## src/clock_flag_pkg.sv

```systemverilog
package clock_flag_pkg;

  // ********************************************************
  // Clock source codes
  // ********************************************************
  localparam logic [1:0] SRC_RECOVERED = 2'h0;
  localparam logic [1:0] SRC_CRYSTAL = 2'h1;
  localparam logic [1:0] SRC_EXTERNAL = 2'h2;
  localparam logic [1:0] SRC_RESERVED = 2'h3;
  localparam logic [1:0] PORT_SRC_RESET = 2'h1;

  // ********************************************************
  // Clock mode and fallback codes
  // ********************************************************
  localparam logic [1:0] CM_RECOVERED = 2'h0;
  localparam logic [1:0] CM_ALTERNATE = 2'h1;
  localparam logic [1:0] CM_AUTO = 2'h2;
  localparam logic [1:0] CM_ALT_ALWAYS = 2'h3;
  localparam logic FALLBACK_CRYSTAL = 1'b0;

  // ********************************************************
  // Master clock output speed
  // ********************************************************
  localparam logic [1:0] SPEED_512FS = 2'h2;
  localparam logic [1:0] SPEED_128FS = 2'h3;
  typedef enum logic [1:0] {RATIO_256FS, RATIO_512FS, RATIO_128FS} mclk_ratio_t;

  // ********************************************************
  // Flag pin and zero grouping
  // ********************************************************
  localparam logic [1:0] FUNC_OFF = 2'h0;
  localparam logic [1:0] FUNC_OVERFLOW = 2'h1;
  localparam logic [1:0] FUNC_ZERO = 2'h2;
  localparam logic [1:0] FUNC_VALIDITY = 2'h3;
  localparam logic [1:0] ZG_ALL = 2'h0;
  localparam logic [1:0] ZG_PAIR1 = 2'h1;
  localparam logic [1:0] ZG_PAIR2 = 2'h2;
  localparam int DAC_CH = 4;
  localparam logic [DAC_CH-1:0] ZMASK_ALL = 4'hF;
  localparam logic [DAC_CH-1:0] ZMASK_PAIR1 = 4'h3;
  localparam logic [DAC_CH-1:0] ZMASK_PAIR2 = 4'hC;
  localparam logic [DAC_CH-1:0] ZMASK_NONE = 4'h0;

  // ********************************************************
  // Detection timing, in sample or frame periods
  // ********************************************************
  localparam int ADC_W = 24;
  localparam logic [ADC_W-1:0] OVF_LIMIT = 24'h7BA78E;
  localparam int OVF_DELAY_SAMPLES = 16;
  localparam int OVF_HOLDOFF_SAMPLES = 522;
  localparam int HOLDOFF_W = 10;
  localparam int ZERO_FRAMES = 8192;
  localparam logic FLAG_RESET = 1'b0;

  // ********************************************************
  // Serial port pins
  // ********************************************************
  localparam int PIN_N = 5;
  localparam int PIN_ONE_IN_FRAME = 0;
  localparam int PIN_ONE_OUT_FRAME = 1;
  localparam int PIN_ONE_BIT = 2;
  localparam int PIN_TWO_FRAME = 3;
  localparam int PIN_TWO_BIT = 4;
  localparam logic [PIN_N-1:0] PIN_MASK_ONE = 5'h07;
  localparam logic [PIN_N-1:0] PIN_MASK_TWO = 5'h18;

  typedef struct packed {
    logic [1:0] clock_mode_sel;
    logic fallback_clock_sel;
    logic [1:0] mclk_out_speed;
    logic [1:0] mclk_out_source;
    logic [1:0] port_one_clock_source;
    logic [1:0] port_two_clock_source;
    logic adc_on_port_two;
    logic dac_on_port_two;
  } clk_cfg_t;

  typedef struct packed {
    logic port_a_role;
    logic port_b_role;
    logic port_a_in_auto_ratio;
    logic port_a_out_auto_ratio;
    logic port_b_auto_ratio;
  } port_cfg_t;

  typedef struct packed {
    logic [1:0] flag_pin_function;
    logic [1:0] zero_group_sel;
  } flag_cfg_t;

endpackage : clock_flag_pkg

```

## src/clock_select_and_flag_pin.sv

```systemverilog
`timescale 1ns/1ps
`default_nettype none

module clock_select_and_flag_pin #(
  parameter int ZERO_FRAMES_P = clock_flag_pkg::ZERO_FRAMES,
  parameter logic [clock_flag_pkg::ADC_W-1:0] OVF_LIMIT_P = clock_flag_pkg::OVF_LIMIT
) (
  input wire logic clk_i,
  input wire logic rst_i,
  input wire logic power_down_pin_n_i,
  input wire logic recovered_clock_i,
  input wire logic crystal_clock_i,
  input wire logic external_master_clock_i,
  input wire logic receiver_unlock_i,
  input wire logic receiver_power_down_i,
  input wire logic validity_bit_i,
  input wire clock_flag_pkg::clk_cfg_t clk_cfg_i,
  input wire clock_flag_pkg::port_cfg_t port_cfg_i,
  input wire clock_flag_pkg::flag_cfg_t flag_cfg_i,
  input wire logic [clock_flag_pkg::PIN_N-1:0] port_pin_i,
  input wire logic [clock_flag_pkg::PIN_N-1:0] port_pin_gen_i,
  input wire logic adc_sample_i,
  input wire logic signed [clock_flag_pkg::ADC_W-1:0] adc_left_i,
  input wire logic signed [clock_flag_pkg::ADC_W-1:0] adc_right_i,
  input wire logic dac_frame_i,
  input wire logic [clock_flag_pkg::DAC_CH-1:0] dac_nonzero_i,
  output logic master_clock_output_o,
  output clock_flag_pkg::mclk_ratio_t mclk_ratio_o,
  output logic [1:0] mclk_source_o,
  output logic port_one_clk_o,
  output logic port_two_clk_o,
  output logic adc_clk_o,
  output logic dac_clk_o,
  output logic [clock_flag_pkg::PIN_N-1:0] port_pin_o,
  output logic [clock_flag_pkg::PIN_N-1:0] port_pin_oe_o,
  output logic [clock_flag_pkg::PIN_N-1:0] port_pin_in_o,
  output logic [2:0] auto_ratio_eff_o,
  output logic flag_pin_o
);
  import clock_flag_pkg::*;

  localparam int ZERO_W = $clog2(ZERO_FRAMES_P + 1);
  localparam logic [ZERO_W-1:0] ZERO_DONE = ZERO_W'(ZERO_FRAMES_P);
  localparam logic [HOLDOFF_W-1:0] HOLDOFF_DONE = HOLDOFF_W'(OVF_HOLDOFF_SAMPLES);

  // ********************************************************
  // Pin synchronisers
  // ********************************************************
  logic [6:0] sync_q;
  logic rec_s;
  logic xtal_s;
  logic ext_s;
  logic unlock_s;
  logic rpd_s;
  logic valid_s;
  logic pdn_s;

  level_sync #(.W(7)) u_sync (
    .clk_i(clk_i),
    .rst_i(rst_i),
    .d_i({recovered_clock_i, crystal_clock_i, external_master_clock_i, receiver_unlock_i,
          receiver_power_down_i, validity_bit_i, power_down_pin_n_i}),
    .q_o(sync_q)
  );
  assign {rec_s, xtal_s, ext_s, unlock_s, rpd_s, valid_s, pdn_s} = sync_q;

  level_sync #(.W(PIN_N)) u_pin_sync (
    .clk_i(clk_i),
    .rst_i(rst_i),
    .d_i(port_pin_i),
    .q_o(port_pin_in_o)
  );

  // ********************************************************
  // Clock source resolution
  // ********************************************************
  function automatic logic [1:0] resolve(input logic [1:0] code, input logic use_alt,
                                         input logic fb);
    resolve = code;
    if (code == SRC_RECOVERED && use_alt) begin
      resolve = fb ? SRC_EXTERNAL : SRC_CRYSTAL;
    end
  endfunction : resolve

  function automatic logic pick(input logic [1:0] code, input logic r, input logic x,
                                input logic e);
    case (code)
      SRC_RECOVERED: pick = r;
      SRC_CRYSTAL: pick = x;
      SRC_EXTERNAL: pick = e;
      default: pick = 1'b0;
    endcase
  endfunction : pick

  logic use_alt;
  logic [1:0] nxt_mclk_src_ff, mclk_src_ff;
  logic [1:0] p1_src, p2_src;
  logic nxt_mclk_ff, mclk_ff;
  mclk_ratio_t nxt_ratio_ff, ratio_ff;
  logic nxt_p1_clk_ff, p1_clk_ff;
  logic nxt_p2_clk_ff, p2_clk_ff;
  logic nxt_adc_clk_ff, adc_clk_ff;
  logic nxt_dac_clk_ff, dac_clk_ff;
  logic master_one, master_two;
  logic [PIN_N-1:0] pin_master;
  logic [PIN_N-1:0] nxt_pin_o_ff, pin_o_ff;
  logic [PIN_N-1:0] nxt_pin_oe_ff, pin_oe_ff;
  logic [2:0] nxt_auto_ff, auto_ff;

  always_comb begin
    case (clk_cfg_i.clock_mode_sel)
      CM_RECOVERED: use_alt = 1'b0;
      CM_ALTERNATE: use_alt = 1'b1;
      CM_AUTO: use_alt = unlock_s | rpd_s;
      default: use_alt = 1'b1;
    endcase
  end

  assign master_one = port_cfg_i.port_a_role & pdn_s;
  assign master_two = port_cfg_i.port_b_role & pdn_s;
  assign pin_master = (master_one ? PIN_MASK_ONE : '0) | (master_two ? PIN_MASK_TWO : '0);

  always_comb begin
    nxt_mclk_src_ff = resolve(clk_cfg_i.mclk_out_source, use_alt,
                              clk_cfg_i.fallback_clock_sel);
    p1_src = resolve(clk_cfg_i.port_one_clock_source, use_alt,
                     clk_cfg_i.fallback_clock_sel);
    p2_src = resolve(clk_cfg_i.port_two_clock_source, use_alt,
                     clk_cfg_i.fallback_clock_sel);
    nxt_mclk_ff = pick(nxt_mclk_src_ff, rec_s, xtal_s, ext_s);
    nxt_p1_clk_ff = pick(p1_src, rec_s, xtal_s, ext_s);
    nxt_p2_clk_ff = pick(p2_src, rec_s, xtal_s, ext_s);
    nxt_adc_clk_ff = clk_cfg_i.adc_on_port_two ? nxt_p2_clk_ff : nxt_p1_clk_ff;
    nxt_dac_clk_ff = clk_cfg_i.dac_on_port_two ? nxt_p2_clk_ff : nxt_p1_clk_ff;
    case (clk_cfg_i.mclk_out_speed)
      SPEED_512FS: nxt_ratio_ff = RATIO_512FS;
      SPEED_128FS: nxt_ratio_ff = RATIO_128FS;
      default: nxt_ratio_ff = RATIO_256FS;
    endcase
    nxt_pin_oe_ff = pin_master;
    nxt_pin_o_ff = pin_master & port_pin_gen_i;
    nxt_auto_ff = {port_cfg_i.port_b_auto_ratio & ~master_two,
                   port_cfg_i.port_a_out_auto_ratio & ~master_one,
                   port_cfg_i.port_a_in_auto_ratio & ~master_one};
  end

  always_ff @(posedge clk_i) begin
    if (rst_i) begin
      mclk_src_ff <= PORT_SRC_RESET;
      mclk_ff <= 1'b0;
      ratio_ff <= RATIO_256FS;
      p1_clk_ff <= 1'b0;
      p2_clk_ff <= 1'b0;
      adc_clk_ff <= 1'b0;
      dac_clk_ff <= 1'b0;
      pin_o_ff <= '0;
      pin_oe_ff <= '0;
      auto_ff <= '0;
    end else begin
      mclk_src_ff <= nxt_mclk_src_ff;
      mclk_ff <= nxt_mclk_ff;
      ratio_ff <= nxt_ratio_ff;
      p1_clk_ff <= nxt_p1_clk_ff;
      p2_clk_ff <= nxt_p2_clk_ff;
      adc_clk_ff <= nxt_adc_clk_ff;
      dac_clk_ff <= nxt_dac_clk_ff;
      pin_o_ff <= nxt_pin_o_ff;
      pin_oe_ff <= nxt_pin_oe_ff;
      auto_ff <= nxt_auto_ff;
    end
  end

  assign master_clock_output_o = mclk_ff;
  assign mclk_ratio_o = ratio_ff;
  assign mclk_source_o = mclk_src_ff;
  assign port_one_clk_o = p1_clk_ff;
  assign port_two_clk_o = p2_clk_ff;
  assign adc_clk_o = adc_clk_ff;
  assign dac_clk_o = dac_clk_ff;
  assign port_pin_o = pin_o_ff;
  assign port_pin_oe_o = pin_oe_ff;
  assign auto_ratio_eff_o = auto_ff;

  // ********************************************************
  // Flag pin: overflow, zero and validity detection
  // ********************************************************
  logic ovf_now;
  logic ovf_ok;
  logic [OVF_DELAY_SAMPLES-1:0] nxt_ovf_pipe_ff, ovf_pipe_ff;
  logic [HOLDOFF_W-1:0] nxt_holdoff_ff, holdoff_ff;
  logic [DAC_CH-1:0] zmask;
  logic any_nz;
  logic all_zero;
  logic [ZERO_W-1:0] nxt_zero_cnt_ff, zero_cnt_ff;
  logic nxt_zero_ff, zero_ff;
  logic nxt_flag_ff, flag_ff;
  logic nxt_ovf_out_ff, ovf_out_ff;

  // Samples arrive post high-pass filter, ahead of the attenuator
  assign ovf_now = (adc_left_i > $signed(OVF_LIMIT_P)) || (adc_left_i < -$signed(OVF_LIMIT_P))
    || (adc_right_i > $signed(OVF_LIMIT_P)) || (adc_right_i < -$signed(OVF_LIMIT_P));
  assign ovf_ok = (holdoff_ff == HOLDOFF_DONE);

  always_comb begin
    case (flag_cfg_i.zero_group_sel)
      ZG_ALL: zmask = ZMASK_ALL;
      ZG_PAIR1: zmask = ZMASK_PAIR1;
      ZG_PAIR2: zmask = ZMASK_PAIR2;
      default: zmask = ZMASK_NONE;
    endcase
  end

  assign any_nz = |(zmask & dac_nonzero_i);
  assign all_zero = (zmask != ZMASK_NONE) && !any_nz;

  always_comb begin
    nxt_ovf_pipe_ff = ovf_pipe_ff;
    nxt_holdoff_ff = holdoff_ff;
    nxt_ovf_out_ff = ovf_out_ff;
    if (!pdn_s) begin
      nxt_ovf_pipe_ff = '0;
      nxt_ovf_out_ff = 1'b0;
      nxt_holdoff_ff = '0;
    end else if (adc_sample_i) begin
      // Taken on the 16th strobe after the over-range sample
      nxt_ovf_out_ff = ovf_pipe_ff[OVF_DELAY_SAMPLES-1] && ovf_ok;
      nxt_ovf_pipe_ff = {ovf_pipe_ff[OVF_DELAY_SAMPLES-2:0], ovf_now};
      if (!ovf_ok) begin
        nxt_holdoff_ff = holdoff_ff + HOLDOFF_W'(1);
      end
    end
    nxt_zero_cnt_ff = zero_cnt_ff;
    if (!all_zero) begin
      nxt_zero_cnt_ff = '0;
    end else if (dac_frame_i && zero_cnt_ff != ZERO_DONE) begin
      nxt_zero_cnt_ff = zero_cnt_ff + ZERO_W'(1);
    end
    nxt_zero_ff = all_zero && (nxt_zero_cnt_ff == ZERO_DONE);
    case (flag_cfg_i.flag_pin_function)
      FUNC_OVERFLOW: nxt_flag_ff = ovf_out_ff;
      FUNC_ZERO: nxt_flag_ff = nxt_zero_ff;
      FUNC_VALIDITY: nxt_flag_ff = valid_s && !unlock_s;
      default: nxt_flag_ff = FLAG_RESET;
    endcase
  end

  always_ff @(posedge clk_i) begin
    if (rst_i) begin
      ovf_pipe_ff <= '0;
      holdoff_ff <= '0;
      zero_cnt_ff <= '0;
      zero_ff <= 1'b0;
      flag_ff <= FLAG_RESET;
      ovf_out_ff <= 1'b0;
    end else begin
      ovf_out_ff <= nxt_ovf_out_ff;
      ovf_pipe_ff <= nxt_ovf_pipe_ff;
      holdoff_ff <= nxt_holdoff_ff;
      zero_cnt_ff <= nxt_zero_cnt_ff;
      zero_ff <= nxt_zero_ff;
      flag_ff <= nxt_flag_ff;
    end
  end

  assign flag_pin_o = flag_ff;
endmodule : clock_select_and_flag_pin

`default_nettype wire

```

## src/level_sync.sv

```systemverilog
`timescale 1ns/1ps
`default_nettype none

module level_sync #(
  parameter int W = 1
) (
  input wire logic clk_i,
  input wire logic rst_i,
  input wire logic [W-1:0] d_i,
  output logic [W-1:0] q_o
);

  logic [W-1:0] meta_ff;
  logic [W-1:0] q_ff;

  // ********************************************************
  // Two-stage synchroniser
  // ********************************************************
  always_ff @(posedge clk_i) begin
    if (rst_i) begin
      meta_ff <= '0;
      q_ff <= '0;
    end else begin
      meta_ff <= d_i;
      q_ff <= meta_ff;
    end
  end

  assign q_o = q_ff;

endmodule : level_sync

`default_nettype wire

```

## config.mk

```make
export PLATFORM = sky130hd
export DESIGN_NAME = clock_select_and_flag_pin
export DESIGN_NICKNAME = d
export VERILOG_FILES = /design/src/clock_flag_pkg.sv /design/src/clock_select_and_flag_pin.sv /design/src/level_sync.sv
export SDC_FILE = /design/constraint.sdc
export NUM_CORES = 1
export LEC_CHECK = 0
export BUFFER_PORTS_ARGS = -buffer_cell sky130_fd_sc_hd__buf_2
export CAP_MARGIN = 10
export CORE_MARGIN = 2
export CORE_UTILIZATION = 50
export DETAILED_ROUTE_END_ITERATION = 8
export PLACE_DENSITY = 0.8
export SYNTH_ARGS = -nofsm -noshare
export SYNTH_HDL_FRONTEND = slang
export SYNTH_SLANG_ARGS = --single-unit
```

## constraint.sdc

```tcl
create_clock -name clk_i -period 2.45 [get_ports clk_i]
set_input_delay 0.49 -clock clk_i [delete_from_list [all_inputs] [get_ports clk_i]]
set_output_delay 0.49 -clock clk_i [all_outputs]
set_load 0.005 [all_outputs]
```

==> results.md <==
- Synth Area per Inst: 9.092 um^2
- Post-CTS Hold Fix Bufs: 0
- Req. time, crit path: 2.68 ns
- Routed Antenna Nets: 0
- WP data arrival: 2.33 ns
- Crit Path Class: input port to flip-flop
- Core area: 7137 um^2
- Initial Util: 50.70%
- Die area: 7933 um^2
- Post-CTS sizing: 0
- GR Util All Layers: 18.04%
- Final Hold Viols: 0
- Post-route design area: 4517 um^2
- Setup-failing EPs final: 0
- Max_cap viols: 0
- Input/output buffers: 122
- DRC: 0
- Maximum vdd drop: 0.4530 mV
- Initial antenna violation count: 0
- Yosys top cell area share: 47.03%
- Ports: 123
- Final min period: 2.094 ns
- Total grt overflow: 0
- Fin crit share: 85.49%
- Worst-Margin Slew: 0.4594 ns
- Clk_lat worst skew: 0.35 ns
- Worst relative slew slack: 69.37%
- Area growth, synth to finish: 24.83%
- Status: finished, final reports clean
- DRT iter0 DRCs: 66
- Row count: 31
- Post-synthesis net count: 497
- Synth Register Bits: 85
- WL/cell: 11.94 um
- Top cells by count, synth: dfxtp_1, nor2_1, nor2b_1, mux2i_1, nand2_1
- Total negative slack: 0 ns
- N_diodes: 0
- Ys Warns: 0
- CTS max path bufs: 2
- EDFF count, synth: 0
- Clock slew at reported path FFs: 0.08 ns
- Layout cells sized above 1: 27.83%
- Area contributors post-synth: dfxtp_1, mux2i_1, nor2_1, nor2b_1, xor2_1
- Final Max Tran Viols: 0
- Pwr per Cell Area: 590.0 nW/um^2
- Critical Path Sink Type: flip-flop
- CP Max Fanout: 2
- Sequential share of the synthesized area: 47.03%
- Vias in the first global route: 2861
- First-pass GRT wire length: 11410 um
- Worst Hold Class: input port to flip-flop
- CTS tree: done
- Static Leakage: 1.928 nW
- H-Tree Depth: 3
- Die Height: 89.07 um
- DRT Pass-1 Iters: 4
- Maximum clock frequency: 0.4775 GHz
- Via density: 5.065
- Leading area contributor after synthesis: dfxtp_1
- Area post-placement: 4302 um^2
- Startpoint types: input port
- Clock root cell: clkbuf_8
- Pin count of the biggest net entering global routing: 33
- HPWL after detailed placement: 5642 um
- Worst R2R Setup Slack: 0.36 ns
- Chip Width: 89.07 um
- Final nets: 615
- TritonCTS Sinks: 85
- RePlAce Congestion: 0.8215
- Most frequent cell after synthesis: dfxtp_1
- Netlist cell types: 49
- Final Power: 2.665 mW
- Unrepaired setup endpoints after global routing: false
- Area of the mapped netlist: 3618 um^2
- Postcts setup bufs: 0
- Asr flop ratio synth: 0%
- TritonCTS Buffers: 9
- Via count: 3140
- Synth Flop Type: dfxtp_1
- Post-Route WL: 7402 um
- Skew final: 0.008503 ns
- Post-Syn Instances: 398
[layout make-up]
| type | count | area, um^2 |
|---|---|---|
| Timing Repair Buffer | 127 | 648.1 |
| Tap cell | 99 | 123.9 |
| Inverter | 13 | 48.80 |
| Clock buffer | 9 | 123.9 |
| Fill cell | 656 | 2620 |
| Clock inverter | 7 | 91.34 |
| Sequential cell | 85 | 1702 |
| Multi-Input combinational cell | 280 | 1779 |
[state kept, by name (all words and copies together), names as in the netlist, 2 cells and up]
signal              count
auto_ratio_eff_o        3
ovf_pipe_ff            16
zero_cnt_ff            14
u_sync.q_o              7
port_pin_o              5
mclk_source_o           2
port_pin_oe_o           2
u_pin_sync.q_o          5
u_pin_sync.meta_ff      5
holdoff_ff             10
mclk_ratio_o            2
u_sync.meta_ff          7
[critical path: stages]
cell and delay [ns]:
buf_2 0.10, nand4b_1 0.15, or4_1 0.49, or4_1 0.51, a41oi_1 0.21, nor3_1 0.06, o41a_1 0.30
[cells by family (layout without fill, tap and decap cells)]
kind of cell	count (synthesis)	count (layout)	synth area share, %
xor+xnor	24	24	5.809
simple gates	186	186	28.22
fa+ha+maj	5	5	1.660
mux	20	20	5.567
buf+inv	33	156	3.804
compound gates	45	45	7.919
flops	85	85	47.03
[worst paths after layout]
kind / to / depth (start not counted) / from
worst min register to register: u_pin_sync.q_o[0]$_SDFF_PP0_ / 1 / u_pin_sync.meta_ff[0]$_SDFF_PP0_
worst min-delay path: mclk_ratio_o[0]$_SDFF_PP0_ / 2 / clk_cfg_i[8]
worst max register to register: flag_pin_o$_SDFF_PP0_ / 8 / zero_cnt_ff[0]$_SDFF_PP0_
worst max-delay path: ovf_pipe_ff[0]$_SDFFE_PP0P_ / 7 / adc_left_i[14]
[through the flow]
step	utilization (%)	hold slack [ns]	worst slack, ns	cells
final	63.29	0.3086	0.3556	620
after global routing	63.29	0.2960	0.1824	620
after CTS	63.29	0.2944	0.3506	620
after detailed placement	60.27	0.4256	-0.02646	604
after global placement	60.27	0.4173	0.02582	604
after floorplan	-	0.4138	0.1788	398
[placed cells by master, fill, tap and decap left out, types with 3 or more instances in the layout]
cell type | Yosys | routed
nand2b_1 | 3 | 3
nand3b_1 | 7 | 7
nor3b_1 | 6 | 6
or3_1 | 3 | 3
o21ai_0 | 12 | 12
nor4_1 | 5 | 5
inv_1 | 13 | 13
nor2b_1 | 28 | 28
and2_1 | 8 | 8
mux2i_1 | 19 | 19
buf_4 | 3 | 5
nand4_1 | 14 | 14
clkbuf_8 | 0 | 9
and3_1 | 10 | 10
a21oi_1 | 13 | 13
buf_2 | 2 | 122
xor2_1 | 13 | 13
xnor2_1 | 11 | 11
dfxtp_1 | 85 | 85
nand4b_1 | 3 | 3
nor2_1 | 50 | 50
ha_1 | 4 | 4
nand3_1 | 14 | 14
nand2_1 | 15 | 15
nor3_1 | 11 | 11
[power breakdown]
group / leakage, nW / switching [mW] / internal, mW
clock network: 0.105 / 0.537 / 0.495
logic: 1.13 / 0.0997 / 0.113
registers: 0.692 / 0.00978 / 1.41
[per-layer routing]
| metal | vias up | GRT usage [%] | share of wire, % |
|---|---|---|---|
| met5 | - | 0 | 0 |
| met2 | 86 | 33.18 | 51 |
| li1 | 1613 | - | - |
| met4 | 0 | 5.699 | 1.3 |
| met1 | 1432 | 20.58 | 43 |
| met3 | 9 | 4.340 | 4.3 |
No activity file was read; power rests on OpenSTA's default activity.
